--- src/include/pwm_ctrl_pkg.sv ---
// Purpose: shared constants and types of the pwm mode/output/irq control
// Assumes: 16-bit peripheral bus, word registers at even byte addresses
// Notes:   addresses are the printed byte addresses
package pwm_ctrl_pkg;

  localparam int NCH = 4;
  localparam int DW  = 16;

  // register byte addresses
  localparam logic [15:0] ADDR_TIMER = 16'hEC00;
  localparam logic [15:0] ADDR_MODE  = 16'hEC02;
  localparam logic [15:0] ADDR_POL   = 16'hEC04;
  localparam logic [15:0] ADDR_TSET  = 16'hEC06;
  localparam logic [15:0] ADDR_TCLR  = 16'hEC08;
  localparam logic [15:0] ADDR_MSET  = 16'hEC0A;
  localparam logic [15:0] ADDR_MCLR  = 16'hEC0C;

  // reset values and implemented-bit masks
  localparam logic [15:0] RST_VAL   = 16'h0000;
  localparam logic [15:0] MODE_MASK = 16'hD0FF;
  localparam logic [15:0] POL_MASK  = 16'h000F;
  localparam logic [15:0] ZERO16    = 16'h0000;

  // timer_irq_ctrl fields
  localparam int RUN_LSB = 0;
  localparam int CKS_LSB = 4;
  localparam int IE_LSB  = 8;
  localparam int IR_LSB  = 12;

  // channel_mode_output_ctrl fields
  localparam int EN_LSB    = 0;
  localparam int ALIGN_LSB = 4;
  localparam int BURST_BIT = 12;
  localparam int SS2_BIT   = 14;
  localparam int SS3_BIT   = 15;

  // one-hot register select
  typedef enum logic [7:0] {
    SEL_NONE  = 8'h01,
    SEL_TIMER = 8'h02,
    SEL_MODE  = 8'h04,
    SEL_POL   = 8'h08,
    SEL_TSET  = 8'h10,
    SEL_TCLR  = 8'h20,
    SEL_MSET  = 8'h40,
    SEL_MCLR  = 8'h80
  } reg_sel_t;

  function automatic reg_sel_t decode_addr(input logic [15:0] addr);
    case (addr)
      ADDR_TIMER: decode_addr = SEL_TIMER;
      ADDR_MODE:  decode_addr = SEL_MODE;
      ADDR_POL:   decode_addr = SEL_POL;
      ADDR_TSET:  decode_addr = SEL_TSET;
      ADDR_TCLR:  decode_addr = SEL_TCLR;
      ADDR_MSET:  decode_addr = SEL_MSET;
      ADDR_MCLR:  decode_addr = SEL_MCLR;
      default:    decode_addr = SEL_NONE;
    endcase
  endfunction : decode_addr

endpackage : pwm_ctrl_pkg

--- src/verilog/pwm_mode_output_irq_control.sv ---
// Purpose: mode, output and interrupt control of a four-channel pwm unit
// Assumes: counters, period logic and pads sit outside; bus is synchronous
// Notes:   all register reads and pin values come from flip-flops
`timescale 1ns/1ns
`default_nettype none
module pwm_mode_output_irq_control (
  // clock and reset
  input  wire logic                          mclk,
  input  wire logic                          rst_n,
  // peripheral bus
  input  wire logic [15:0]                   bus_addr,
  input  wire logic                          bus_wr,
  input  wire logic                          bus_rd,
  input  wire logic [pwm_ctrl_pkg::DW-1:0]   bus_wdata,
  output logic [pwm_ctrl_pkg::DW-1:0]        bus_rdata,
  // counter side
  input  wire logic [3:0][15:0]              channel_counter,
  input  wire logic [3:0][15:0]              pulse_width_reg,
  input  wire logic [3:0]                    width_wr,
  input  wire logic [3:0]                    cycle_start,
  output logic [3:0]                         timer_run_bit,
  output logic [3:0]                         clk_div_sel,
  output logic [3:0]                         align_mode_bit,
  output logic [1:0]                         single_shot_bit,
  output logic                               pair_burst_bit,
  // interrupt routing
  input  wire logic                          common_irq_enable_a,
  input  wire logic                          common_irq_enable_b,
  input  wire logic                          irq_source_select_a_en,
  input  wire logic                          irq_source_select_b_en,
  input  wire logic                          common_irq_clr_a,
  input  wire logic                          common_irq_clr_b,
  output logic                               common_irq_flag_a,
  output logic                               common_irq_flag_b,
  output logic                               periph_vector_a,
  output logic                               periph_vector_b,
  output logic                               module_irq,
  // port side
  input  wire logic [3:0]                    port_output_latch,
  input  wire logic [3:0]                    port_dir_out,
  input  wire logic                          pwm_periph_enable,
  input  wire logic [3:0]                    port_invert_bit,
  output logic [3:0]                         channel_output_pins,
  output logic [3:0]                         pwm_pin_sel
);

  localparam int NCH = pwm_ctrl_pkg::NCH;

  // registers
  logic [15:0]                 timer_ctrl_r;
  logic [15:0]                 timer_ctrl_nxt;
  logic [15:0]                 mode_ctrl_r;
  logic [15:0]                 mode_ctrl_nxt;
  logic [15:0]                 polarity_r;

  // decoded access
  pwm_ctrl_pkg::reg_sel_t      wr_sel;
  pwm_ctrl_pkg::reg_sel_t      rd_sel;

  // channel views of the registers
  logic [NCH-1:0]              run_bits;
  logic [NCH-1:0]              irq_en_bits;
  logic [NCH-1:0]              irq_flag_bits;
  logic [NCH-1:0]              out_en_bits;

  // pwm path
  logic [NCH-1:0]              pwm_level;
  logic [NCH-1:0]              pwm_merged;
  logic [NCH-1:0]              pin_level;
  logic                        new_chan_req;

  assign wr_sel = bus_wr ? pwm_ctrl_pkg::decode_addr(bus_addr)
                         : pwm_ctrl_pkg::SEL_NONE;
  assign rd_sel = pwm_ctrl_pkg::decode_addr(bus_addr);

  assign run_bits      = timer_ctrl_r[pwm_ctrl_pkg::RUN_LSB +: NCH];
  assign irq_en_bits   = timer_ctrl_r[pwm_ctrl_pkg::IE_LSB +: NCH];
  assign irq_flag_bits = timer_ctrl_r[pwm_ctrl_pkg::IR_LSB +: NCH];
  assign out_en_bits   = mode_ctrl_r[pwm_ctrl_pkg::EN_LSB +: NCH];

  // timer/irq control register: hardware flag set wins over any clear
  always_comb begin
    timer_ctrl_nxt = timer_ctrl_r;
    case (wr_sel)
      pwm_ctrl_pkg::SEL_TIMER: begin
        timer_ctrl_nxt = bus_wdata;
      end
      pwm_ctrl_pkg::SEL_TSET: begin
        timer_ctrl_nxt = timer_ctrl_r | bus_wdata;
      end
      pwm_ctrl_pkg::SEL_TCLR: begin
        timer_ctrl_nxt = timer_ctrl_r & ~bus_wdata;
      end
      default: begin
        timer_ctrl_nxt = timer_ctrl_r;
      end
    endcase
    // flags never clear by hardware, only by the writes above
    timer_ctrl_nxt[pwm_ctrl_pkg::IR_LSB +: NCH] =
      timer_ctrl_nxt[pwm_ctrl_pkg::IR_LSB +: NCH] | cycle_start;
  end

  always_ff @(posedge mclk or negedge rst_n) begin
    if (!rst_n) begin
      timer_ctrl_r <= pwm_ctrl_pkg::RST_VAL;
    end else begin
      timer_ctrl_r <= timer_ctrl_nxt;
    end
  end

  // mode register with set and clear aliases
  always_comb begin
    mode_ctrl_nxt = mode_ctrl_r;
    case (wr_sel)
      pwm_ctrl_pkg::SEL_MODE: begin
        mode_ctrl_nxt = bus_wdata;
      end
      pwm_ctrl_pkg::SEL_MSET: begin
        mode_ctrl_nxt = mode_ctrl_r | bus_wdata;
      end
      pwm_ctrl_pkg::SEL_MCLR: begin
        mode_ctrl_nxt = mode_ctrl_r & ~bus_wdata;
      end
      default: begin
        mode_ctrl_nxt = mode_ctrl_r;
      end
    endcase
    // holes never store, so they read back zero
    mode_ctrl_nxt = mode_ctrl_nxt & pwm_ctrl_pkg::MODE_MASK;
  end

  always_ff @(posedge mclk or negedge rst_n) begin
    if (!rst_n) begin
      mode_ctrl_r <= pwm_ctrl_pkg::RST_VAL;
    end else begin
      mode_ctrl_r <= mode_ctrl_nxt;
    end
  end

  // polarity register
  always_ff @(posedge mclk or negedge rst_n) begin
    if (!rst_n) begin
      polarity_r <= pwm_ctrl_pkg::RST_VAL;
    end else if (wr_sel == pwm_ctrl_pkg::SEL_POL) begin
      polarity_r <= bus_wdata & pwm_ctrl_pkg::POL_MASK;
    end
  end

  // read data: aliases are write only and read as zero
  always_ff @(posedge mclk or negedge rst_n) begin
    if (!rst_n) begin
      bus_rdata <= pwm_ctrl_pkg::RST_VAL;
    end else if (bus_rd) begin
      case (rd_sel)
        pwm_ctrl_pkg::SEL_TIMER: begin
          bus_rdata <= timer_ctrl_r;
        end
        pwm_ctrl_pkg::SEL_MODE: begin
          bus_rdata <= mode_ctrl_r;
        end
        pwm_ctrl_pkg::SEL_POL: begin
          bus_rdata <= polarity_r;
        end
        default: begin
          bus_rdata <= pwm_ctrl_pkg::ZERO16;
        end
      endcase
    end
  end

  // mode outputs toward the counters
  always_ff @(posedge mclk or negedge rst_n) begin
    if (!rst_n) begin
      timer_run_bit   <= 4'h0;
      clk_div_sel     <= 4'h0;
      align_mode_bit  <= 4'h0;
      single_shot_bit <= 2'h0;
      pair_burst_bit  <= 1'b0;
    end else begin
      timer_run_bit   <= timer_ctrl_nxt[pwm_ctrl_pkg::RUN_LSB +: NCH];
      clk_div_sel     <= timer_ctrl_nxt[pwm_ctrl_pkg::CKS_LSB +: NCH];
      align_mode_bit  <= mode_ctrl_nxt[pwm_ctrl_pkg::ALIGN_LSB +: NCH];
      single_shot_bit <= {mode_ctrl_nxt[pwm_ctrl_pkg::SS3_BIT],
                          mode_ctrl_nxt[pwm_ctrl_pkg::SS2_BIT]};
      pair_burst_bit  <= mode_ctrl_nxt[pwm_ctrl_pkg::BURST_BIT];
    end
  end

  // per-channel shadow and compare
  genvar ch;
  generate
    for (ch = 0; ch < NCH; ch++) begin : g_cmp
      width_compare u_cmp (
        .mclk        (mclk),
        .rst_n       (rst_n),
        .counter_val (channel_counter[ch]),
        .width_val   (pulse_width_reg[ch]),
        .width_wr    (width_wr[ch]),
        .cycle_start (cycle_start[ch]),
        .timer_run   (run_bits[ch]),
        .pwm_level   (pwm_level[ch])
      );
    end
  endgenerate

  // burst merges channel 1 into channel 0; channel 1 keeps its own pin
  always_comb begin
    pwm_merged = pwm_level;
    if (mode_ctrl_r[pwm_ctrl_pkg::BURST_BIT]) begin
      pwm_merged[0] = pwm_level[0] & pwm_level[1];
    end
  end

  // inversion chain, then pin select
  generate
    for (ch = 0; ch < NCH; ch++) begin : g_pin
      always_comb begin
        // the two inversions cancel when both are set
        pin_level[ch] = pwm_merged[ch] ^ polarity_r[ch]
                        ^ port_invert_bit[ch];
        if (port_dir_out[ch] && pwm_periph_enable) begin
          pin_level[ch] = pin_level[ch] ^ port_output_latch[ch];
        end
      end

      always_ff @(posedge mclk or negedge rst_n) begin
        if (!rst_n) begin
          channel_output_pins[ch] <= 1'b0;
          pwm_pin_sel[ch]         <= 1'b0;
        end else begin
          pwm_pin_sel[ch] <= out_en_bits[ch];
          if (out_en_bits[ch]) begin
            channel_output_pins[ch] <= pin_level[ch];
          end else begin
            channel_output_pins[ch] <= port_output_latch[ch];
          end
        end
      end
    end
  endgenerate

  // a request is new when a cycle start hits an enabled channel
  assign new_chan_req = |(cycle_start & irq_en_bits);

  // common flags: a new request wins over the software clear
  always_ff @(posedge mclk or negedge rst_n) begin
    if (!rst_n) begin
      common_irq_flag_a <= 1'b0;
    end else if (new_chan_req && irq_source_select_a_en) begin
      common_irq_flag_a <= 1'b1;
    end else if (common_irq_clr_a) begin
      common_irq_flag_a <= 1'b0;
    end
  end

  always_ff @(posedge mclk or negedge rst_n) begin
    if (!rst_n) begin
      common_irq_flag_b <= 1'b0;
    end else if (new_chan_req && irq_source_select_b_en) begin
      common_irq_flag_b <= 1'b1;
    end else if (common_irq_clr_b) begin
      common_irq_flag_b <= 1'b0;
    end
  end

  // module line is the level of pending enabled channels
  always_ff @(posedge mclk or negedge rst_n) begin
    if (!rst_n) begin
      module_irq <= 1'b0;
    end else begin
      module_irq <= |(irq_flag_bits & irq_en_bits);
    end
  end

  // vector requests need the flag and both enables
  assign periph_vector_a = common_irq_flag_a && common_irq_enable_a
                           && irq_source_select_a_en;
  assign periph_vector_b = common_irq_flag_b && common_irq_enable_b
                           && irq_source_select_b_en;

endmodule : pwm_mode_output_irq_control
`default_nettype wire

--- src/verilog/width_compare.sv ---
// Purpose: width shadow latch and counter compare of one channel
// Assumes: width_wr pulses with the new width already on width_val
// Notes:   compare is registered, so the output lags the counter by one clock
`timescale 1ns/1ns
`default_nettype none
module width_compare (
  // clock and reset
  input  wire logic                         mclk,
  input  wire logic                         rst_n,
  // counter side
  input  wire logic [pwm_ctrl_pkg::DW-1:0]  counter_val,
  input  wire logic [pwm_ctrl_pkg::DW-1:0]  width_val,
  input  wire logic                         width_wr,
  input  wire logic                         cycle_start,
  input  wire logic                         timer_run,
  // result
  output logic                              pwm_level
);

  logic [pwm_ctrl_pkg::DW-1:0] shadow_r;

  // shadow follows the width at each new cycle, or on a write when stopped
  always_ff @(posedge mclk or negedge rst_n) begin
    if (!rst_n) begin
      shadow_r <= pwm_ctrl_pkg::RST_VAL;
    end else if (cycle_start || (width_wr && !timer_run)) begin
      shadow_r <= width_val;
    end
  end

  // a stopped counter keeps its value, so the level is held with it
  always_ff @(posedge mclk or negedge rst_n) begin
    if (!rst_n) begin
      pwm_level <= 1'b0;
    end else begin
      pwm_level <= (counter_val >= shadow_r);
    end
  end

endmodule : width_compare
`default_nettype wire
--- config.mk ---
export PLATFORM = sky130hd
export DESIGN_NAME = pwm_mode_output_irq_control
export DESIGN_NICKNAME = d
export VERILOG_FILES = /design/src/include/pwm_ctrl_pkg.sv /design/src/verilog/pwm_mode_output_irq_control.sv /design/src/verilog/width_compare.sv
export SDC_FILE = /design/constraint.sdc
export NUM_CORES = 1
export LEC_CHECK = 0
export ABC_AREA = 1
export BUFFER_PORTS_ARGS = -buffer_cell sky130_fd_sc_hd__buf_2
export CAP_MARGIN = 20
export CORE_MARGIN = 4
export CORE_UTILIZATION = 40
export CTS_CLUSTER_SIZE = 12
export DETAILED_ROUTE_END_ITERATION = 12
export HOLD_SLACK_MARGIN = 0.06
export PLACE_DENSITY = 0.71
export SYNTH_ARGS = -nofsm -noshare
export SYNTH_HDL_FRONTEND = slang
export SYNTH_HIERARCHICAL = 1
export SYNTH_SLANG_ARGS = --single-unit
export TNS_END_PERCENT = 100
--- constraint.sdc ---
create_clock -name mclk -period 4.2 [get_ports mclk]
set_clock_uncertainty 0.2 [all_clocks]
set_input_delay 0.84 -clock mclk [delete_from_list [all_inputs] [get_ports mclk]]
set_output_delay 0.84 -clock mclk [all_outputs]
set_load 0.05 [all_outputs]
Word level (Yosys, flattened, before mapping)
Cells that the tools add are included.
{ "classes": {"reduce_logical": 28, "bitwise_logic": 21, "n_lt_le_gt_ge": 4, "n_shift": 0, "n_mux": 18, "n_eq_ne": 17, "mul": 0, "n_div": 0, "add_sub_neg": 0} }
{ "ops": {"columns": ["cell", "count"], "rows": [
  ["one-hot mux 16 bit (3 select lines)", 3],
  ["== test 16 bit (second input constant)", 7],
  [">= comparator 16 bit", 4],
  ["one-hot mux 8 bit (7 select lines)", 1],
  ["bitwise AND 16 bit", 2],
  ["OR 16 bit", 2],
  ["== test 8 x 2 -> 1 bit (second input constant)", 2],
  ["== test 8 x 3 -> 1 bit (second input constant)", 2],
  ["== test 8 x 4 -> 1 bit (second input constant)", 2],
  ["NOT 16 bit", 1],
  ["logical AND 1 bit", 14],
  ["two-way mux 1 bit", 13],
  ["bitwise XOR 1 bit", 12],
  ["bitwise AND 4 bit", 2],
  ["== test 8 x 5 -> 1 bit (second input constant)", 1],
  ["== test 8 x 6 -> 1 bit (second input constant)", 1],
  ["== test 8 x 7 -> 1 bit (second input constant)", 1],
  ["== test 8 bit (second input constant)", 1],
  ["two-way mux 8 bit", 1],
  ["OR reduction 4 bit", 2],
  ["nonzero test 3 bit", 2],
  ["zero test 1 bit", 4],
  ["logical OR 1 bit", 4],
  ["OR 4 bit", 1],
  ["other kinds (2)", 3]
]} }
{ "word_totals": {"rom_bits": 0, "in_bits": 191, "reg_bits": 141, "latch_bits": 0, "output_inout_bits": 44, "n_memories": 0, "elab_cells": 118, "ramBits": 0} }

Depth between registers and ports, before layout
{ "logic_depth": {"word_depth": 7, "ltp_mapped": 11, "depth_no_buf": 11} }

Cells and area by module
The synthesis kept the hierarchy.
{ "modules_own_cells": {"columns": ["mod", "area_each_um2", "seq_area_each_um2", "n_inst", "cells_per_inst"], "rows": [
  ["width_compare", 1042.2, 425.4, 4, 122],
  ["pwm_mode_output_irq_control", 3788.6, 1451.4, 1, 559]
]} }

Worst setup path before layout
Ideal clock, no wire load.
{ "synth_timing": {"kind": "input to output", "startpoint": "input port irq_source_select_a_en", "endpoint": "output port periph_vector_a", "setup_slack_ps": 1637, "path_stages": 2, "arrival_time_ps": 1523, "t_required_ps": 3160, "n_path_buf": 0, "path_cell_list": "nand2_1 nor2_1"} }
{ "synth_between": {"elab_chain_len": 1} }
{ "synth_lines": {"columns": ["item", "line_no", "rtl"], "rows": [
  ["from (decl)", "pwm_mode_output_irq_control.sv:29", "input wire logic irq_source_select_a_en,"],
  ["logical AND 1 bit", "pwm_mode_output_irq_control.sv:277", "&& irq_source_select_a_en;"],
  ["to (decl)", "pwm_mode_output_irq_control.sv:35", "output logic periph_vector_a,"]
]} }
Every way passes these cells.

==> results.py <==
metrics = {
    "worst_setup_path": {
        "crit_cells": 8,
        "cp-start-kind": "input port",
        "crit_path_cell_trace": "buf_2 > nor2_1 > nand2_1 > nor2_8 > nand3_1 > nor2_1 > nor2_1 > nand2_1",
        "slowest_delay_ns": 0.73,
        "rr_worst_depth": 2,
        "cp_top_family": "simple AND/OR/NAND/NOR gates",
        "cp_max_fo": 35,
        "crit_slowest_cell": "nand3_1",
        "crit_arrival_ns": 2.82,
        "crit_required_ns": 4.35,
        "crit_path_frequent_cell": "nor2_1",
        "cp_num_buf_inv": 1,
        "crit_type": "input port to register",
        "crit_path_end_kind": "register",
    },
    "place": {
        "port_buffers": 234,
        "place_hpwl_um": 16200,
        "dp_cells": 1501,
        "gp_congestion": 0.909,
    },
    "synth": {
        "synthDistinctLibCells": 33,
        "synth_area_um2": 7960,
        "syn-num-nets": 1302,
        "synth.avg_cell_area_um2": 7.60,
        "netlist_instances": 1047,
        "yosys_warnings": 6,
        "ys_ff_latch": 126,
        "synth_seq_area_share": 0.396,
    },
    "grt": {
        "overflow": 0,
        "grt_pass1_wl_um": 34500,
        "grt_pass1_vias": 7179,
        "antenna_found_initial": 3,
        "grtUsageTotal": 0.193,
        "grt_max_degree": 88,
    },
    "sta": {
        "finalSetupTns_ns": 0,
        "drv_slew": 0,
        "period_share": 0.636,
        "rsz0062_at_grt": "no",
        "hold_viol_final": 0,
        "period_minus_slack_ns": 2.67,
        "relSlewSlack": 0.432,
        "setup_violations": 0,
        "worst_pin_slew_ns": 0.849,
        "hold_slack_ns": 0.276,
        "max_freq_mhz": 374,
    },
    "worst_hold_path": {
        "hold_path_class": "register to register",
        "whs_path_depth": 2,
    },
    "cells_and_area": {
        "num-fill-cells": 1917,
        "post-route-util": 0.499,
        "drive_gt1_frac": 0.235,
        "multi_input_area_um2": 3820,
        "nNetsFinal": 1510,
        "antennaDiodeCount": 0,
        "regArea_um2": 3150,
        "instances_no_fill": 1533,
        "area.growth.synth_to_final_pct": 22.5,
    },
    "run_status": {
        "status": "completed",
    },
    "pwr": {
        "p_sw_frac": 0.259,
        "powerDensity_nw_per_um2": 340,
        "switchingPower_mw": 0.860,
        "cellLeakagePower_nw": 5.52,
        "pwr-share-clk": 0.468,
        "seq_power_share": 0.390,
        "power_frac_comb": 0.142,
        "peakVddDrop_uv": 260,
        "power.internal_mw": 2.46,
    },
    "floorplanning": {
        "die_w_um": 149,
        "dieArea_um2": 22200,
        "fp.dieH_um": 149,
        "core-area_um2": 19500,
        "initial_core_util": 0.408,
        "ios": 235,
        "row_count": 51,
    },
    "routing": {
        "final_antenna_net_count": 0,
        "via_count": 7406,
        "routed_wl_um": 21300,
        "wl_per_cell_um": 13.9,
        "drcViolationCount": 0,
        "drt-initial-drc-count": 436,
        "first_pass_iters": 5,
        "via_per_inst": 4.83,
    },
    "clocking": {
        "ctsLongestPathBuffers": 2,
        "cts_setup_buffers": 0,
        "htree_levels": 4,
        "clk_pin_slew_worst_paths_ns": 0.06,
        "root_buffer": "clkbuf_16",
        "hold_buffers": 0,
        "cts_sinks": 126,
        "clock_latency_ns": 0.41,
        "post_cts_resized": 0,
        "cts_buffers": 17,
        "cts_tree": "built",
    },
    "flow_run": {
        "cap_violations": 0,
    },
}
[metal layers]
metal | track usage | vias up | part of all wire
met4 | 0.0531 | 6 | 0.012
met5 | 0 | - | 0.0017
met3 | 0.0495 | 28 | 0.079
li1 | - | 3740 | -
met2 | 0.319 | 261 | 0.48
met1 | 0.252 | 3371 | 0.43
[per-stage QoR]
stage / setup WS, ns / power, mW / cell area (um2)
after global placement: 1.22 / 1.78 / 9120
final: 1.53 / 3.32 / 9750
after detailed placement: 1.16 / 1.79 / 9120
after CTS: 1.59 / 3.37 / 9750
after global routing: 1.35 / 3.51 / 9750
after floorplan: 1.64 / 1.60 / 7960
[path summary, 6_finish.rpt]
path / startpoint / slack, ns / endpoint
setup / recovery: bus_addr[9] / 1.53 / register
hold / removal: bus_rdata[4] / 0.28 / bus_rdata[4]
setup reg to reg: register / 2.37 / g_cmp[0].u_cmp/shadow_r[0]
hold reg to reg: bus_rdata[4] / 0.28 / bus_rdata[4]
max in group asynchronous: rst_n / 2.77 / timer_ctrl_r[12]
min in group asynchronous: rst_n / 0.30 / g_cmp[0].u_cmp/shadow_r[7]
[layout make-up]
type / count / share of cell area
Multi-Input combinational cell: 713 / 0.392
Sequential cell: 126 / 0.323
Timing Repair Buffer: 237 / 0.124
Inverter: 160 / 0.0617
Clock buffer: 20 / 0.0479
Tap cell: 265 / 0.0340
Clock inverter: 12 / 0.0162
[Yosys cell counts (all sizes together)]
cell | instances | share of area
a21oi | 30 | 0.019
buf | 45 | 0.046
clkbuf | 3 | 0.0014
clkinv | 1 | 0.00063
dfrtp | 126 | 0.40
ha | 64 | 0.10
inv | 159 | 0.075
mux2 | 4 | 0.0057
nand2 | 314 | 0.15
nand3 | 48 | 0.034
nand4 | 39 | 0.031
nor2 | 94 | 0.050
nor3 | 4 | 0.0025
o211ai | 3 | 0.0028
o21a | 5 | 0.0047
o21ai | 78 | 0.049
o21bai | 4 | 0.0094
o22ai | 9 | 0.0071
o31ai | 5 | 0.0047
or2 | 4 | 0.0031
xnor2 | 5 | 0.0055
xor2 | 3 | 0.0033
[worst reg2reg max path: cells and delay by family (launching register included)]
kind,cells,cell delay (ns)
flops,1,0.47
mux,1,0.43
compound gates,1,0.61
[kinds of logic (layout without fill, tap and decap cells)]
group / Yosys count / after routing / share of synthesized area
buffers and inverters: 208 / 429 / 0.123
adder cells (fa/ha/maj): 64 / 64 / 0.101
multiplexers: 4 / 4 / 0.00566
XOR/XNOR: 8 / 8 / 0.00881
flip-flops: 126 / 126 / 0.396
AO/OA/AOI/OAI: 134 / 134 / 0.0967
AND/OR/NAND/NOR: 503 / 503 / 0.269
[power by group through the flow]
stage	combinational, mW	sequential, mW	clock (mW)
6_report	0.473	1.29	1.55
5_1_grt	0.558	1.30	1.65
4_1_cts	0.480	1.29	1.60
3_5_place_dp	0.477	1.32	0
3_3_place_gp	0.465	1.31	0
2_1_floorplan	0.287	1.32	0
[layout by cell type (no fill, tap or decap), types with 4 or more instances in the layout]
| master | n |
|---|---|
| o22ai_1 | 9 |
| xnor2_1 | 5 |
| nand4_1 | 39 |
| o21bai_4 | 4 |
| o21a_1 | 5 |
| nand2_1 | 312 |
| nor3_1 | 4 |
| clkbuf_16 | 17 |
| inv_1 | 156 |
| o21ai_1 | 40 |
| nor2_1 | 86 |
| a21oi_1 | 30 |
| o31ai_1 | 5 |
| buf_2 | 233 |
| or2_2 | 4 |
| ha_1 | 64 |
| nand3_1 | 45 |
| dfrtp_1 | 126 |
| nor2_2 | 5 |
| o21ai_0 | 38 |
| mux2_2 | 4 |
(Power assumes the default switching activity.)
